$ cat src/shared/wcr_pkg.sv
// Package for the wetting current level register pair
package wcr_pkg;
  localparam logic [5:0] WCR_OFS_LOW = 6'h1d;
  localparam logic [5:0] WCR_OFS_HIGH = 6'h1e;
  localparam int WCR_REG_W = 24;
  localparam int WCR_CODE_W = 3;
  localparam int WCR_NUM_CH = 24;
  localparam int WCR_NUM_SEL = 10;
  localparam logic [23:0] WCR_LOW_RST = 24'h000000;
  localparam logic [23:0] WCR_HIGH_RST = 24'h000000;
  localparam logic [23:0] WCR_HIGH_WMASK = 24'h7fffff;
  localparam int WCR_RSVD_BIT = 23;
  localparam int WCR_SINK_DIS_BIT = 22;
  localparam int WCR_SRC_DIS_BIT = 21;
  // Field low bits; F0 to F6 serve both registers, F7 serves the low register only
  localparam int WCR_F7_LSB = 21;
  localparam int WCR_F6_LSB = 18;
  localparam int WCR_F5_LSB = 15;
  localparam int WCR_F4_LSB = 12;
  localparam int WCR_F3_LSB = 9;
  localparam int WCR_F2_LSB = 6;
  localparam int WCR_F1_LSB = 3;
  localparam int WCR_F0_LSB = 0;
  // Level codes
  localparam logic [2:0] WCR_CODE_OFF = 3'h0;
  localparam logic [2:0] WCR_CODE_1MA = 3'h1;
  localparam logic [2:0] WCR_CODE_2MA = 3'h2;
  localparam logic [2:0] WCR_CODE_5MA = 3'h3;
  localparam logic [2:0] WCR_CODE_10MA = 3'h4;

  typedef enum logic [2:0] {
    WCR_I_OFF = 3'h0,
    WCR_I_1MA = 3'h1,
    WCR_I_2MA = 3'h2,
    WCR_I_5MA = 3'h3,
    WCR_I_10MA = 3'h4,
    WCR_I_15MA = 3'h5
  } wcr_level_t;

  typedef struct packed {
    logic wr;
    logic [5:0] addr;
    logic [23:0] wdata;
  } wcr_req_t;

  typedef struct packed {
    logic [23:0] low;
    logic [23:0] high;
    logic [23:0] rdata;
  } wcr_state_t;
endpackage

$ cat src/core/wcr_regs.sv
// Wetting current level registers with per-channel current selection
`timescale 1ns/10ps
// How it works
// - Register at 1Dh is 24 bits, resets to zero, all fields read and write.
// - Its fields from the top are ch11, ch10, pair 8/9, pair 6/7, ch5, ch4, pair 2/3, pair 0/1.
// - Code 0 is off, 1 is 1 mA, 2 is 2 mA, 3 is 5 mA, 4 is 10 mA, 5 to 7 are 15 mA.
// - A pair field drives both channels of its pair with one code.
// - Register at 1Eh is 24 bits and resets to zero.
// - In 1Eh bit 23 reads zero, bit 22 sink disable, bit 21 source disable, ch23 at 20-18, ch22 at 17-15.
// - With scaling active in continuous mode, a closed input at 10 or 15 mA drops to 2 mA.
// - Bit 22 low lets sink inputs scale down; high stops it.
// - Bit 21 low lets source inputs scale down; high stops it.
// - Low part of 1Eh holds pairs 20/21, 18/19, 16/17, 14/15, 12/13 with the same codes.
// - Channels 0 to 9 pick source at 0 and sink at 1, which selects the governing disable bit.
module wcr_regs
  import wcr_pkg::*;
#(
  parameter int NUM_CH = WCR_NUM_CH
) (
  input wire logic clk_in,
  input wire logic nrst_in,
  input wire wcr_req_t req_in,
  input wire logic continuous_mode_in,
  input wire logic [NUM_CH-1:0] switch_closed_in,
  input wire logic [WCR_NUM_SEL-1:0] current_sink_sel_in,
  output logic [WCR_REG_W-1:0] rdata_out,
  output logic sink_downscale_disable_out,
  output logic source_downscale_disable_out,
  output wcr_level_t [NUM_CH-1:0] level_out
);

  if (NUM_CH != WCR_NUM_CH) begin : g_bad_num_ch
    $error("wcr_regs serves exactly 24 channels");
  end

  //////////////////////////////////////////////////////////////////////
  // Code decode and per-channel field map
  function automatic wcr_level_t wcr_decode(input logic [2:0] code);
    case (code)
      WCR_CODE_OFF: wcr_decode = WCR_I_OFF;
      WCR_CODE_1MA: wcr_decode = WCR_I_1MA;
      WCR_CODE_2MA: wcr_decode = WCR_I_2MA;
      WCR_CODE_5MA: wcr_decode = WCR_I_5MA;
      WCR_CODE_10MA: wcr_decode = WCR_I_10MA;
      default: wcr_decode = WCR_I_15MA;
    endcase
  endfunction

  // Field low bit within its register for each channel
  function automatic int wcr_field_lsb(input int ch);
    case (ch)
      0, 1, 12, 13: wcr_field_lsb = WCR_F0_LSB;
      2, 3, 14, 15: wcr_field_lsb = WCR_F1_LSB;
      4, 16, 17: wcr_field_lsb = WCR_F2_LSB;
      5, 18, 19: wcr_field_lsb = WCR_F3_LSB;
      6, 7, 20, 21: wcr_field_lsb = WCR_F4_LSB;
      8, 9, 22: wcr_field_lsb = WCR_F5_LSB;
      10, 23: wcr_field_lsb = WCR_F6_LSB;
      default: wcr_field_lsb = WCR_F7_LSB;
    endcase
  endfunction

  //////////////////////////////////////////////////////////////////////
  // State
  wcr_state_t state_reg;
  wcr_state_t state_next;

  always_comb begin
    state_next = state_reg;
    if (req_in.wr && req_in.addr == WCR_OFS_LOW) begin
      state_next.low = req_in.wdata;
    end
    if (req_in.wr && req_in.addr == WCR_OFS_HIGH) begin
      state_next.high = req_in.wdata & WCR_HIGH_WMASK;
    end
    case (req_in.addr)
      WCR_OFS_LOW: state_next.rdata = state_reg.low;
      WCR_OFS_HIGH: state_next.rdata = state_reg.high & WCR_HIGH_WMASK;
      default: state_next.rdata = '0;
    endcase
  end

  always_ff @(posedge clk_in) begin
    if (!nrst_in) begin
      state_reg.low <= WCR_LOW_RST;
      state_reg.high <= WCR_HIGH_RST;
      state_reg.rdata <= '0;
    end else begin
      state_reg <= state_next;
    end
  end

  assign rdata_out = state_reg.rdata;
  assign sink_downscale_disable_out = state_reg.high[WCR_SINK_DIS_BIT];
  assign source_downscale_disable_out = state_reg.high[WCR_SRC_DIS_BIT];

  //////////////////////////////////////////////////////////////////////
  // Per-channel level with closure downscaling
  genvar g;
  generate
    for (g = 0; g < NUM_CH; g++) begin : g_ch
      localparam int LSB = wcr_field_lsb(g);
      logic [2:0] code;
      logic is_sink;
      logic scale_dis;
      wcr_level_t base;
      if (g < 12) begin : g_low
        assign code = state_reg.low[LSB +: 3];
      end else begin : g_high
        assign code = state_reg.high[LSB +: 3];
      end
      if (g < WCR_NUM_SEL) begin : g_sel
        assign is_sink = current_sink_sel_in[g];
      end else begin : g_src
        assign is_sink = 1'h0;
      end
      assign scale_dis = is_sink ? state_reg.high[WCR_SINK_DIS_BIT] : state_reg.high[WCR_SRC_DIS_BIT];
      assign base = wcr_decode(code);
      always_comb begin
        level_out[g] = base;
        if (continuous_mode_in && !scale_dis && switch_closed_in[g] &&
            (base == WCR_I_10MA || base == WCR_I_15MA)) begin
          level_out[g] = WCR_I_2MA;
        end
      end
    end
  endgenerate

  //////////////////////////////////////////////////////////////////////
  // Checks
  property p_rsvd_zero;
    @(posedge clk_in) disable iff (!nrst_in)
      state_reg.high[WCR_RSVD_BIT] == 1'h0;
  endproperty
  a_rsvd_zero: assert property (p_rsvd_zero) else $error("reserved bit set");

  property p_low_write;
    @(posedge clk_in) disable iff (!nrst_in)
      req_in.wr && req_in.addr == WCR_OFS_LOW |=> state_reg.low == $past(req_in.wdata);
  endproperty
  a_low_write: assert property (p_low_write) else $error("low register write lost");

  property p_low_readback;
    @(posedge clk_in) disable iff (!nrst_in)
      !req_in.wr ##0 req_in.addr == WCR_OFS_LOW |=> rdata_out == $past(state_reg.low);
  endproperty
  a_low_readback: assert property (p_low_readback) else $error("low readback wrong");

  property p_high_read_rsvd;
    @(posedge clk_in) disable iff (!nrst_in)
      req_in.addr == WCR_OFS_HIGH |=> rdata_out[WCR_RSVD_BIT] == 1'h0;
  endproperty
  a_high_read_rsvd: assert property (p_high_read_rsvd) else $error("reserved bit read as one");

  property p_reset_clears;
    @(posedge clk_in) !nrst_in |=> state_reg.low == '0 && state_reg.high == '0;
  endproperty
  a_reset_clears: assert property (p_reset_clears) else $error("reset did not clear");

  property p_pair_equal;
    @(posedge clk_in) disable iff (!nrst_in)
      !switch_closed_in[0] && !switch_closed_in[1] && current_sink_sel_in[0] == current_sink_sel_in[1]
      |-> level_out[0] == level_out[1];
  endproperty
  a_pair_equal: assert property (p_pair_equal) else $error("pair levels differ");

  property p_code_high;
    @(posedge clk_in) disable iff (!nrst_in)
      state_reg.low[WCR_F7_LSB +: 3] >= 3'h5 && !switch_closed_in[11] |-> level_out[11] == WCR_I_15MA;
  endproperty
  a_code_high: assert property (p_code_high) else $error("code above four not 15 mA");

  property p_downscale;
    @(posedge clk_in) disable iff (!nrst_in)
      continuous_mode_in && switch_closed_in[23] && !state_reg.high[WCR_SRC_DIS_BIT] &&
      state_reg.high[WCR_F6_LSB +: 3] >= 3'h4 |-> level_out[23] == WCR_I_2MA;
  endproperty
  a_downscale: assert property (p_downscale) else $error("no downscale on closure");

  property p_sink_dis;
    @(posedge clk_in) disable iff (!nrst_in)
      current_sink_sel_in[5] && state_reg.high[WCR_SINK_DIS_BIT] |-> level_out[5] == wcr_decode(state_reg.low[WCR_F3_LSB +: 3]);
  endproperty
  a_sink_dis: assert property (p_sink_dis) else $error("sink disable ignored");

  property p_src_dis;
    @(posedge clk_in) disable iff (!nrst_in)
      !current_sink_sel_in[4] && state_reg.high[WCR_SRC_DIS_BIT] |-> level_out[4] == wcr_decode(state_reg.low[WCR_F2_LSB +: 3]);
  endproperty
  a_src_dis: assert property (p_src_dis) else $error("source disable ignored");

  property p_high_write;
    @(posedge clk_in) disable iff (!nrst_in)
      req_in.wr && req_in.addr == WCR_OFS_HIGH |=> state_reg.high == ($past(req_in.wdata) & WCR_HIGH_WMASK);
  endproperty
  a_high_write: assert property (p_high_write) else $error("high register write lost");

  property p_high_readback;
    @(posedge clk_in) disable iff (!nrst_in)
      !req_in.wr && req_in.addr == WCR_OFS_HIGH |=> rdata_out == $past(state_reg.high);
  endproperty
  a_high_readback: assert property (p_high_readback) else $error("high readback wrong");

  property p_low_hold;
    @(posedge clk_in) disable iff (!nrst_in)
      !(req_in.wr && req_in.addr == WCR_OFS_LOW) |=> $stable(state_reg.low);
  endproperty
  a_low_hold: assert property (p_low_hold) else $error("low register changed without write");

  property p_high_hold;
    @(posedge clk_in) disable iff (!nrst_in)
      !(req_in.wr && req_in.addr == WCR_OFS_HIGH) |=> $stable(state_reg.high);
  endproperty
  a_high_hold: assert property (p_high_hold) else $error("high register changed without write");

  property p_sink_bit_write;
    @(posedge clk_in) disable iff (!nrst_in)
      req_in.wr && req_in.addr == WCR_OFS_HIGH |=>
      sink_downscale_disable_out == $past(req_in.wdata[WCR_SINK_DIS_BIT]);
  endproperty
  a_sink_bit_write: assert property (p_sink_bit_write) else $error("sink disable bit not written");

  property p_src_bit_write;
    @(posedge clk_in) disable iff (!nrst_in)
      req_in.wr && req_in.addr == WCR_OFS_HIGH |=>
      source_downscale_disable_out == $past(req_in.wdata[WCR_SRC_DIS_BIT]);
  endproperty
  a_src_bit_write: assert property (p_src_bit_write) else $error("source disable bit not written");

  property p_code_off;
    @(posedge clk_in) disable iff (!nrst_in)
      state_reg.low[WCR_F0_LSB +: 3] == WCR_CODE_OFF |-> level_out[0] == WCR_I_OFF && level_out[1] == WCR_I_OFF;
  endproperty
  a_code_off: assert property (p_code_off) else $error("code zero not off");

  property p_code_one;
    @(posedge clk_in) disable iff (!nrst_in)
      state_reg.low[WCR_F6_LSB +: 3] == WCR_CODE_1MA |-> level_out[10] == WCR_I_1MA;
  endproperty
  a_code_one: assert property (p_code_one) else $error("code one not 1 mA");

  property p_code_two;
    @(posedge clk_in) disable iff (!nrst_in)
      state_reg.low[WCR_F7_LSB +: 3] == WCR_CODE_2MA |-> level_out[11] == WCR_I_2MA;
  endproperty
  a_code_two: assert property (p_code_two) else $error("code two not 2 mA");

  property p_pair_twelve;
    @(posedge clk_in) disable iff (!nrst_in)
      switch_closed_in[12] == switch_closed_in[13] |-> level_out[12] == level_out[13];
  endproperty
  a_pair_twelve: assert property (p_pair_twelve) else $error("pair twelve levels differ");

  property p_pair_six_seven;
    @(posedge clk_in) disable iff (!nrst_in)
      !switch_closed_in[6] && !switch_closed_in[7] |-> level_out[6] == level_out[7];
  endproperty
  a_pair_six_seven: assert property (p_pair_six_seven) else $error("pair six levels differ");

  property p_ch22_code;
    @(posedge clk_in) disable iff (!nrst_in)
      state_reg.high[WCR_F5_LSB +: 3] == WCR_CODE_5MA |-> level_out[22] == WCR_I_5MA;
  endproperty
  a_ch22_code: assert property (p_ch22_code) else $error("channel 22 field wrong");

  property p_no_scale_polling;
    @(posedge clk_in) disable iff (!nrst_in)
      !continuous_mode_in && state_reg.high[WCR_F6_LSB +: 3] >= WCR_CODE_10MA |->
      level_out[23] inside {WCR_I_10MA, WCR_I_15MA};
  endproperty
  a_no_scale_polling: assert property (p_no_scale_polling) else $error("downscale outside continuous mode");

  property p_no_scale_open;
    @(posedge clk_in) disable iff (!nrst_in)
      !switch_closed_in[11] && state_reg.low[WCR_F7_LSB +: 3] == WCR_CODE_10MA |-> level_out[11] == WCR_I_10MA;
  endproperty
  a_no_scale_open: assert property (p_no_scale_open) else $error("downscale on open switch");

  property p_low_code_kept;
    @(posedge clk_in) disable iff (!nrst_in)
      switch_closed_in[10] && state_reg.low[WCR_F6_LSB +: 3] == WCR_CODE_5MA |-> level_out[10] == WCR_I_5MA;
  endproperty
  a_low_code_kept: assert property (p_low_code_kept) else $error("5 mA level scaled");

  property p_sink_scale;
    @(posedge clk_in) disable iff (!nrst_in)
      continuous_mode_in && switch_closed_in[5] && current_sink_sel_in[5] &&
      !state_reg.high[WCR_SINK_DIS_BIT] && state_reg.low[WCR_F3_LSB +: 3] >= WCR_CODE_10MA
      |-> level_out[5] == WCR_I_2MA;
  endproperty
  a_sink_scale: assert property (p_sink_scale) else $error("sink input not scaled");

  property p_src_scale;
    @(posedge clk_in) disable iff (!nrst_in)
      continuous_mode_in && switch_closed_in[4] && !current_sink_sel_in[4] &&
      !state_reg.high[WCR_SRC_DIS_BIT] && state_reg.low[WCR_F2_LSB +: 3] >= WCR_CODE_10MA
      |-> level_out[4] == WCR_I_2MA;
  endproperty
  a_src_scale: assert property (p_src_scale) else $error("source input not scaled");

  property p_sel_governs;
    @(posedge clk_in) disable iff (!nrst_in)
      continuous_mode_in && switch_closed_in[3] && current_sink_sel_in[3] && state_reg.high[WCR_SRC_DIS_BIT] &&
      !state_reg.high[WCR_SINK_DIS_BIT] && state_reg.low[WCR_F1_LSB +: 3] >= WCR_CODE_10MA
      |-> level_out[3] == WCR_I_2MA;
  endproperty
  a_sel_governs: assert property (p_sel_governs) else $error("wrong disable bit governs sink");

  property p_high_src_only;
    @(posedge clk_in) disable iff (!nrst_in)
      continuous_mode_in && switch_closed_in[12] && state_reg.high[WCR_SINK_DIS_BIT] &&
      !state_reg.high[WCR_SRC_DIS_BIT] && state_reg.high[WCR_F0_LSB +: 3] >= WCR_CODE_10MA
      |-> level_out[12] == WCR_I_2MA;
  endproperty
  a_high_src_only: assert property (p_high_src_only) else $error("upper channel not source side");

  property p_reset_outputs;
    @(posedge clk_in) !nrst_in |=> !sink_downscale_disable_out && !source_downscale_disable_out;
  endproperty
  a_reset_outputs: assert property (p_reset_outputs) else $error("disable bits set after reset");

  property p_reset_level;
    @(posedge clk_in) !nrst_in |=> level_out[0] == WCR_I_OFF && level_out[23] == WCR_I_OFF && rdata_out == '0;
  endproperty
  a_reset_level: assert property (p_reset_level) else $error("levels not off after reset");

endmodule

$ cat config.mk
export PLATFORM = sky130hd
export DESIGN_NAME = wcr_regs
export DESIGN_NICKNAME = d
export VERILOG_FILES = /design/src/shared/wcr_pkg.sv /design/src/core/wcr_regs.sv
export SDC_FILE = /design/constraint.sdc
export NUM_CORES = 1
export LEC_CHECK = 0
export ABC_AREA = 0
export ABC_CLOCK_PERIOD_IN_PS = 2300
export CAP_MARGIN = 10
export CORE_MARGIN = 4
export CORE_UTILIZATION = 65
export DETAILED_ROUTE_END_ITERATION = 7
export DONT_BUFFER_PORTS = 1
export PLACE_DENSITY_LB_ADDON = 0.1
export SETUP_SLACK_MARGIN = 0.1
export SLEW_MARGIN = 20
export SYNTH_ARGS = -nofsm -noshare
export SYNTH_HDL_FRONTEND = slang
export SYNTH_SLANG_ARGS = --single-unit
$ cat constraint.sdc
create_clock -name clk_in -period 2.3 [get_ports clk_in]
set_clock_uncertainty 0.2 [all_clocks]
set_input_delay 0.23 -clock clk_in [delete_from_list [all_inputs] [get_ports clk_in]]
set_output_delay 0.23 -clock clk_in [all_outputs]
set_load 0.02 [all_outputs]
### After elaboration in Yosys (flattened, before gate mapping)

Cells that the tools add are included.

| word-level totals | value |
|---|---|
| register bits | 71 |
| logic and storage cells | 247 |
| input bits | 68 |

| operators by class | value |
|---|---|
| equality and inequality tests | 92 |
| reductions and logical operators | 102 |
| multiplexer cells | 50 |

Operators with widths:

| operator | number |
|---|---|
| $pmux W3 S5 | 15 |
| $eq A3 B3 Y1 const B | 45 |
| $eq A3 B2 Y1 const B | 30 |
| $mux W3 | 24 |
| $logic_and A1 B1 Y1 | 61 |
| $pmux W24 S2 | 1 |
| $eq A3 B1 Y1 const B | 15 |
| $logic_not A3 Y1 | 15 |
| $logic_or A1 B1 Y1 | 15 |
| $eq A6 B5 Y1 const B | 2 |
| $logic_not A1 Y1 | 11 |
| $mux W1 | 10 |

### Depth between registers and ports, before layout

Gate-level depths: netlist (run 1).

| logic depth | value |
|---|---|
| depth in word-level cells | 6 |
| gate-level depth with buffers | 6 |
| mapped depth without buffers | 3 |

### Worst setup path before layout (run 1)

No wires, ideal clock.

| timing | value |
|---|---|
| kind | reg-to-output |
| start | register state_reg, in the netlist source_downscale_disable_out |
| end | output port level_out[32] in the netlist's numbering |
| required time | 1.870 ns |
| setup slack | 0.469 ns |
| stages on the path, launching flop included | 5 |
| buffers on the path | 2 |
| data arrival time | 1.401 ns |
| cells stage by stage | dfxtp_1 > nor2b_1 > clkbuf_1 > clkbuf_1 > a21boi_0 |

RTL lines:

| item | line | text |
|---|---|---|
| from (decl) | wcr_regs.sv:65 | `wcr_state_t state_reg;` |
| from (signal assigned) | wcr_regs.sv:89 | `state_reg <= state_next;` |
| to (decl) | wcr_regs.sv:29 | `output wcr_level_t [NUM_CH-1:0] level_out` |

==> reports/qor.yml, run 1 <==
status: "completed"
ir_drop_v: 0.000448
start_util: 0.675
drt_iter0_markers: 232
avgSynthCellArea_um2: 8.48
synth_area_leaders: "dfxtp_1 (41%), mux2i_1 (16%), nand2_1 (9.7%), o32ai_1 (5.0%), a21oi_1 (4.0%)"
dieArea_um2: 6610
critPathLaunchType: "register"
overflow: 0
yosys_most_used_dff: "dfxtp_1"
drv_cap: 0
die_y_um: 81.3
cts_inserted_buffers: 9
cts_max_level: 3
yosysMostFrequentCell: "nand2_1"
place_congestion: 0.856
cts_sinks: 71
antenna_left: 0
p_leak_nw: 1.65
grt_start_max_net_pins: 72
synth_edf_count: 0
combPwrFrac: 0.054
viasPerCell: 5.95
wl_per_cell_um: 18.2
period_needed_ns: 2.09
clk-insertion-delay-late_ns: 0.34
clockBufferDepth: 2
intPower_w: 0.00204
pwr-share-clk: 0.467
rows: 26
ys_seq_area_frac: 0.407
max_freq_mhz: 478
synth_cell_type_count: 24
cp_cell_sequence: "buf_4 -> mux2i_1 -> and4_1 -> nor2b_1 -> buf_4"
drive_gt1_frac: 0.152
clkTransAtPathRegs_ns: 0.07
critical_path_buf_inv_count: 2
grt_busiest_layer: "met2"
synth.largest_area_cell: "dfxtp_1"
hold_path.class: "in -> reg"
r2r-start: "g_ch[16].code[0]"
rsz0062_at_grt: "no"
ff2ff_path_depth: 3
min_from: "req_in[24]"
powerDensity_nw_per_um2: 605
critPathArrivalTime_ns: 1.66
crit_start: "source_downscale_disable_out"
ys_ff_latch: 71
synthArstFlopShare: 0
dr.pass1.iters: 4
io_pins: 166
switching_share: 0.209
drc: 0
yosys-top-cells-count: "nand2_1 (90), dfxtp_1 (71), mux2i_1 (57)"
use_met2: 0.531
worst_pin_slew_ns: 0.877
holdPathEnd: "rdata_out[8]"
fp.coreArea_um2: 5170
synth_fp_nets: 480
cp_slowest_cell: "dfxtp_1"
period_share: 0.909
synth_area_um2: 3490
cts_tree: "done"
hpwl_um: 6500
worst_setup_path_end_kind: "output port"
grt_util_met3: 0.0721
r2r_slack_ns: 0.85
pwr-share-seq: 0.480
final_nets: 529
crit_family: "flip-flops"
wirelength_um: 9760
syn_to_final_growth_pct: 21.8
finalHoldViolations: 0
clockRootBuffer: "clkbuf_8"
worstHoldPathCells: 3
antenna_found_initial: 0
criticalPathCategory: "reg -> out"
cp_max_fo: 9
die_x_um: 81.3
slowest_delay_ns: 0.44
slew_headroom: 0.414
via_count: 3189
grt_pass1_vias: 3148
cp.depth: 5
drv_slew: 0
grtUsageMet1: 0.355
grt_pass1_wl_um: 15400
switching_power_w: 0.000539
crit_top_cell: "buf_4"
diodes: 0
io_buffers: 0
setup_viol: 0
cp_data_required_time_ns: 1.87
synth_top_area_frac: 0.407
fin_setup_tns_ns: 0
ys.warnings.count: 0
rr_endpoint: "rdata_out[6]"
hold_slack_ns: 0.0540
gr-usage-all-layers: 0.302
netlist_instances: 412
-- state kept, by name (all words and copies together) (netlist names) --
| register | count |
|---|---|
| g_ch.code | 45 |
| rdata_out | 24 |
| sink_downscale_disable_out | 1 |
| source_downscale_disable_out | 1 |
-- layout make-up --
cell class	instances	area [um^2]
Clock buffer	10	138
Clock inverter	6	108
Fill cell	328	916
Inverter	25	93.8
Multi-Input combinational cell	286	1810
Sequential cell	71	1420
Tap cell	70	87.6
Timing Repair Buffer	68	601
-- worst max-delay path by stage --
stage | end | slack (ns)
2_1_floorplan | level_out[32] | 0.47
3_3_place_gp | level_out[20] | 0.51
3_5_place_dp | level_out[20] | 0.50
4_1_cts | level_out[11] | 0.10
5_1_grt | level_out[12] | 0.11
6_report | level_out[5] | 0.21
-- worst register-to-register path: stages (launching register included) --
cell and delay, ns:
dfxtp_1 0.37, nand3_1 0.08, a21oi_1 0.15, dlygate4sd3_1 0.59
-- logic make-up (layout without fill, tap and decap cells) --
kind of cell	Yosys count	count (layout)	synth area share
compound gates	72	72	0.134
mux	57	57	0.163
flops	71	71	0.407
buf+inv	55	109	0.0845
simple gates	157	157	0.211
-- per-layer routing --
metal / part of all wire / wire (um)
met1: 0.37 / 3630
met2: 0.52 / 5030
met3: 0.10 / 1010
met4: 0.0088 / 86
met5: 0 / 0
-- power groups by stage --
stage	Combinational (W)	Clock, W	Sequential, W
floorplan	0.0000796	0	0.00126
global placement	0.0000748	0	0.00126
detailed placement	0.0000772	0	0.00126
CTS	0.000135	0.00122	0.00124
global route	0.000150	0.00127	0.00124
finish	0.000138	0.00120	0.00124
-- placed cells by master (no fill, tap or decap), types with 7 or more instances in the layout --
master,instances
a21oi_1,28
a31oi_1,14
and4_1,7
buf_4,39
clkbuf_8,10
dfxtp_1,70
dlygate4sd3_1,28
inv_1,25
mux2i_1,57
nand2_1,90
nand2b_1,10
nand3_1,20
o32ai_1,20
-- through the flow --
stage / total power (W) / worst slack (ns) / cell area [um^2] / util / instances
5_1_grt: 0.00266 / 0.112 / 4260 / 0.823 / 536
6_report: 0.00258 / 0.209 / 4260 / 0.823 / 536
3_5_place_dp: 0.00134 / 0.500 / 3670 / 0.710 / 491
2_1_floorplan: 0.00134 / 0.469 / 3490 / - / 412
3_3_place_gp: 0.00134 / 0.505 / 3670 / 0.710 / 491
4_1_cts: 0.00259 / 0.105 / 4230 / 0.817 / 536
-- timing repair --
action / CTS / global route
setup buffers: 0 / 0
hold buffers: 29 / 0
gates resized for setup: 0 / 12
hold endpoints to repair: 71 / 0
setup endpoints to repair: 0 / 15
No activity file was read; power rests on OpenSTA's default activity.
==> run 2: changes to the inputs <==
ABC_CLOCK_PERIOD_IN_PS = 2650   (was 2300)
clock period = 2.65 ns   (was 2.3 ns; I/O delays follow)
==> reports/qor.yml, run 2 (synthesis gave the netlist of run 1 again) <==
rsz0062_at_grt: "no"  # unchanged
overflow: 0  # unchanged
grt_start_max_net_pins: 72  # unchanged
combPwrFrac: 0.058  # was 0.054
finalCoreUtilization: 0.771  # was 0.823
worst_setup_path_end_kind: "register"  # was output port
slew_headroom: 0.423  # was 0.414
fp.coreArea_um2: 5170  # unchanged
finalHoldViolations: 0  # unchanged
dp.cells: 468  # was 491
cts_inserted_buffers: 9  # unchanged
max_freq_mhz: 417
drc: 0  # unchanged
io_pins: 166  # unchanged
ff2ff_path_depth: 3  # unchanged
holdPathEnd: "rdata_out[0]"  # was rdata_out[8]
hpwl_um: 6180  # was 6500 um
cts_sinks: 71  # unchanged
mostFrequentLayoutCells: "nand2_1 (90), dfxtp_1 (70), mux2i_1 (57)"  # unchanged
rows: 26  # unchanged
syn_to_final_growth_pct: 14.2  # was 21.8%
criticalPathCategory: "in -> reg"  # was reg -> out
r2r-start: "source_downscale_disable_out"  # was g_ch[16].code[0]
viasPerCell: 6.08  # was 5.95
fin_setup_tns_ns: 0  # unchanged
setup_viol: 0  # unchanged
clkTransAtPathRegs_ns: 0.07  # about the same
period_needed_ns: 2.40
rr_endpoint: "rdata_out[21]"  # was rdata_out[6]
clockBufferDepth: 2  # unchanged
grt_pass1_wl_um: 14100  # was 15400 um
cp_max_fo: 23  # was 9
fillers: 372  # was 328
drv_slew: 0  # unchanged
worstHoldPathCells: 3  # unchanged
slowest_delay_ns: 0.57  # was 0.44 ns
final_cells: 512  # was 536
drv_cap: 0  # unchanged
dr.pass1.iters: 4  # unchanged
via_count: 3113  # was 3189
min_from: "req_in[25]"  # was req_in[24]
antenna_found_initial: 0  # unchanged
ir_drop_v: 0.000298  # was 0.000448 V
critPathLaunchType: "input port"  # was register
start_util: 0.675  # unchanged
drive_gt1_frac: 0.0769  # was 0.152
cts_max_level: 3  # unchanged
cp_slowest_cell: "dlygate4sd3_1"  # was dfxtp_1
intPower_w: 0.00155  # was 0.00204 W
cp_cell_sequence: "dlygate4sd3_1 -> nor2b_1 -> and3_4 -> mux2i_1 -> dlygate4sd3_1"  # was buf_4 -> mux2i_1 -> and4_1 -> nor2b_1 -> buf_4
status: "completed"  # unchanged
p_leak_nw: 1.49  # was 1.65 nW
switching_share: 0.228  # was 0.209
grt_pass1_vias: 2912  # was 3148
critPathArrivalTime_ns: 2.49  # was 1.66 ns
pwr-share-seq: 0.536  # was 0.480
final_common_cell: "nand2_1"  # unchanged
io_buffers: 0  # unchanged
wl_per_cell_um: 18.4  # was 18.2 um
place_congestion: 0.846  # was 0.856
gr-usage-all-layers: 0.277  # was 0.302
antenna_left: 0  # unchanged
crit_top_cell: "dlygate4sd3_1"  # was buf_4
r2r_slack_ns: 1.11  # was 0.85 ns
period_share: 0.905
diodes: 0  # unchanged
clk-insertion-delay-late_ns: 0.34  # about the same
cts_tree: "done"  # unchanged
dieArea_um2: 6610  # unchanged
drt_iter0_markers: 125  # was 232
wirelength_um: 9410  # was 9760 um
die_x_um: 81.3  # unchanged
switching_power_w: 0.000457  # was 0.000539 W
cp_data_required_time_ns: 2.74  # was 1.87 ns
powerDensity_nw_per_um2: 502  # was 605 nW/um^2
pwr-share-clk: 0.406  # was 0.467
clockRootBuffer: "clkbuf_8"  # unchanged
crit_start: "req_in[24]"  # was source_downscale_disable_out
hold_path.class: "in -> reg"  # unchanged
final_nets: 506  # was 529
worst_pin_slew_ns: 0.863  # was 0.877 ns
die_y_um: 81.3  # unchanged
largest_register_ffs: 45  # unchanged
[run 2: layout make-up]
cell class                 instances  area [um^2]  share of cell area
clock buffer                      11          131              0.0329
tap                               70         87.6              0.0220
timing repair buffer              45          428               0.107
clock inverter                     4         47.5              0.0119
multi-input combinational        286         1780               0.446
sequential                        71         1420               0.357
inverter                          25         93.8              0.0235
[run 2: worst max-delay path by stage]
stage | endpoint | slack [ns] | cells after the start
2_1_floorplan | level_out[32] | 0.78 | 4
3_3_place_gp | level_out[20] | 0.57 | 3
3_5_place_dp | level_out[20] | 0.54 | 3
4_1_cts | level_out[20] | 0.18 | 3
5_1_grt | g_ch[22].code[0] | 0.17 | 5
6_report | g_ch[22].code[0] | 0.25 | 5
[run 2: stage by stage]
| stage | setup slack, ns | instance area, um^2 | hold slack [ns] | power, W |
|---|---|---|---|---|
| 6_report | 0.251 | 3990 | 0.0859 | 0.00200 |
| 3_3_place_gp | 0.573 | 3500 | 0.212 | 0.00116 |
| 4_1_cts | 0.179 | 3990 | 0.0740 | 0.00201 |
| 3_5_place_dp | 0.541 | 3500 | 0.227 | 0.00116 |
| 5_1_grt | 0.173 | 3990 | 0.105 | 0.00207 |
| 2_1_floorplan | 0.784 | 3490 | 0.208 | 0.00117 |
[run 2: per-layer routing]
layer,vias to the layer above,share of wire,global-route usage
met4,0,0.020,0.108
li1,1481,-,-
met5,-,0,0
met1,1478,0.40,0.315
met3,17,0.090,0.0876
met2,137,0.49,0.480
[run 2: critical path: cells and delay by family]
kind / cells / cell delay [ns]
buf+inv: 2 / 1.11
simple gates: 2 / 0.83
mux: 1 / 0.27
[run 2: repair_timing]
item | 4_1_cts | 5_1_grt
gates resized for setup | 0 | 1
hold buffers | 29 | 0
buffers inserted | 0 | 0
endpoints found under the setup margin | 0 | 2
endpoints found under the hold margin | 71 | 0
[run 2: power groups by stage]
stage | Combinational [W] | Sequential, W | Clock [W]
3_5_place_dp | 0.0000633 | 0.00110 | 0
3_3_place_gp | 0.0000616 | 0.00110 | 0
2_1_floorplan | 0.0000691 | 0.00110 | 0
4_1_cts | 0.000114 | 0.00107 | 0.000818
5_1_grt | 0.000125 | 0.00107 | 0.000867
6_report | 0.000116 | 0.00107 | 0.000813
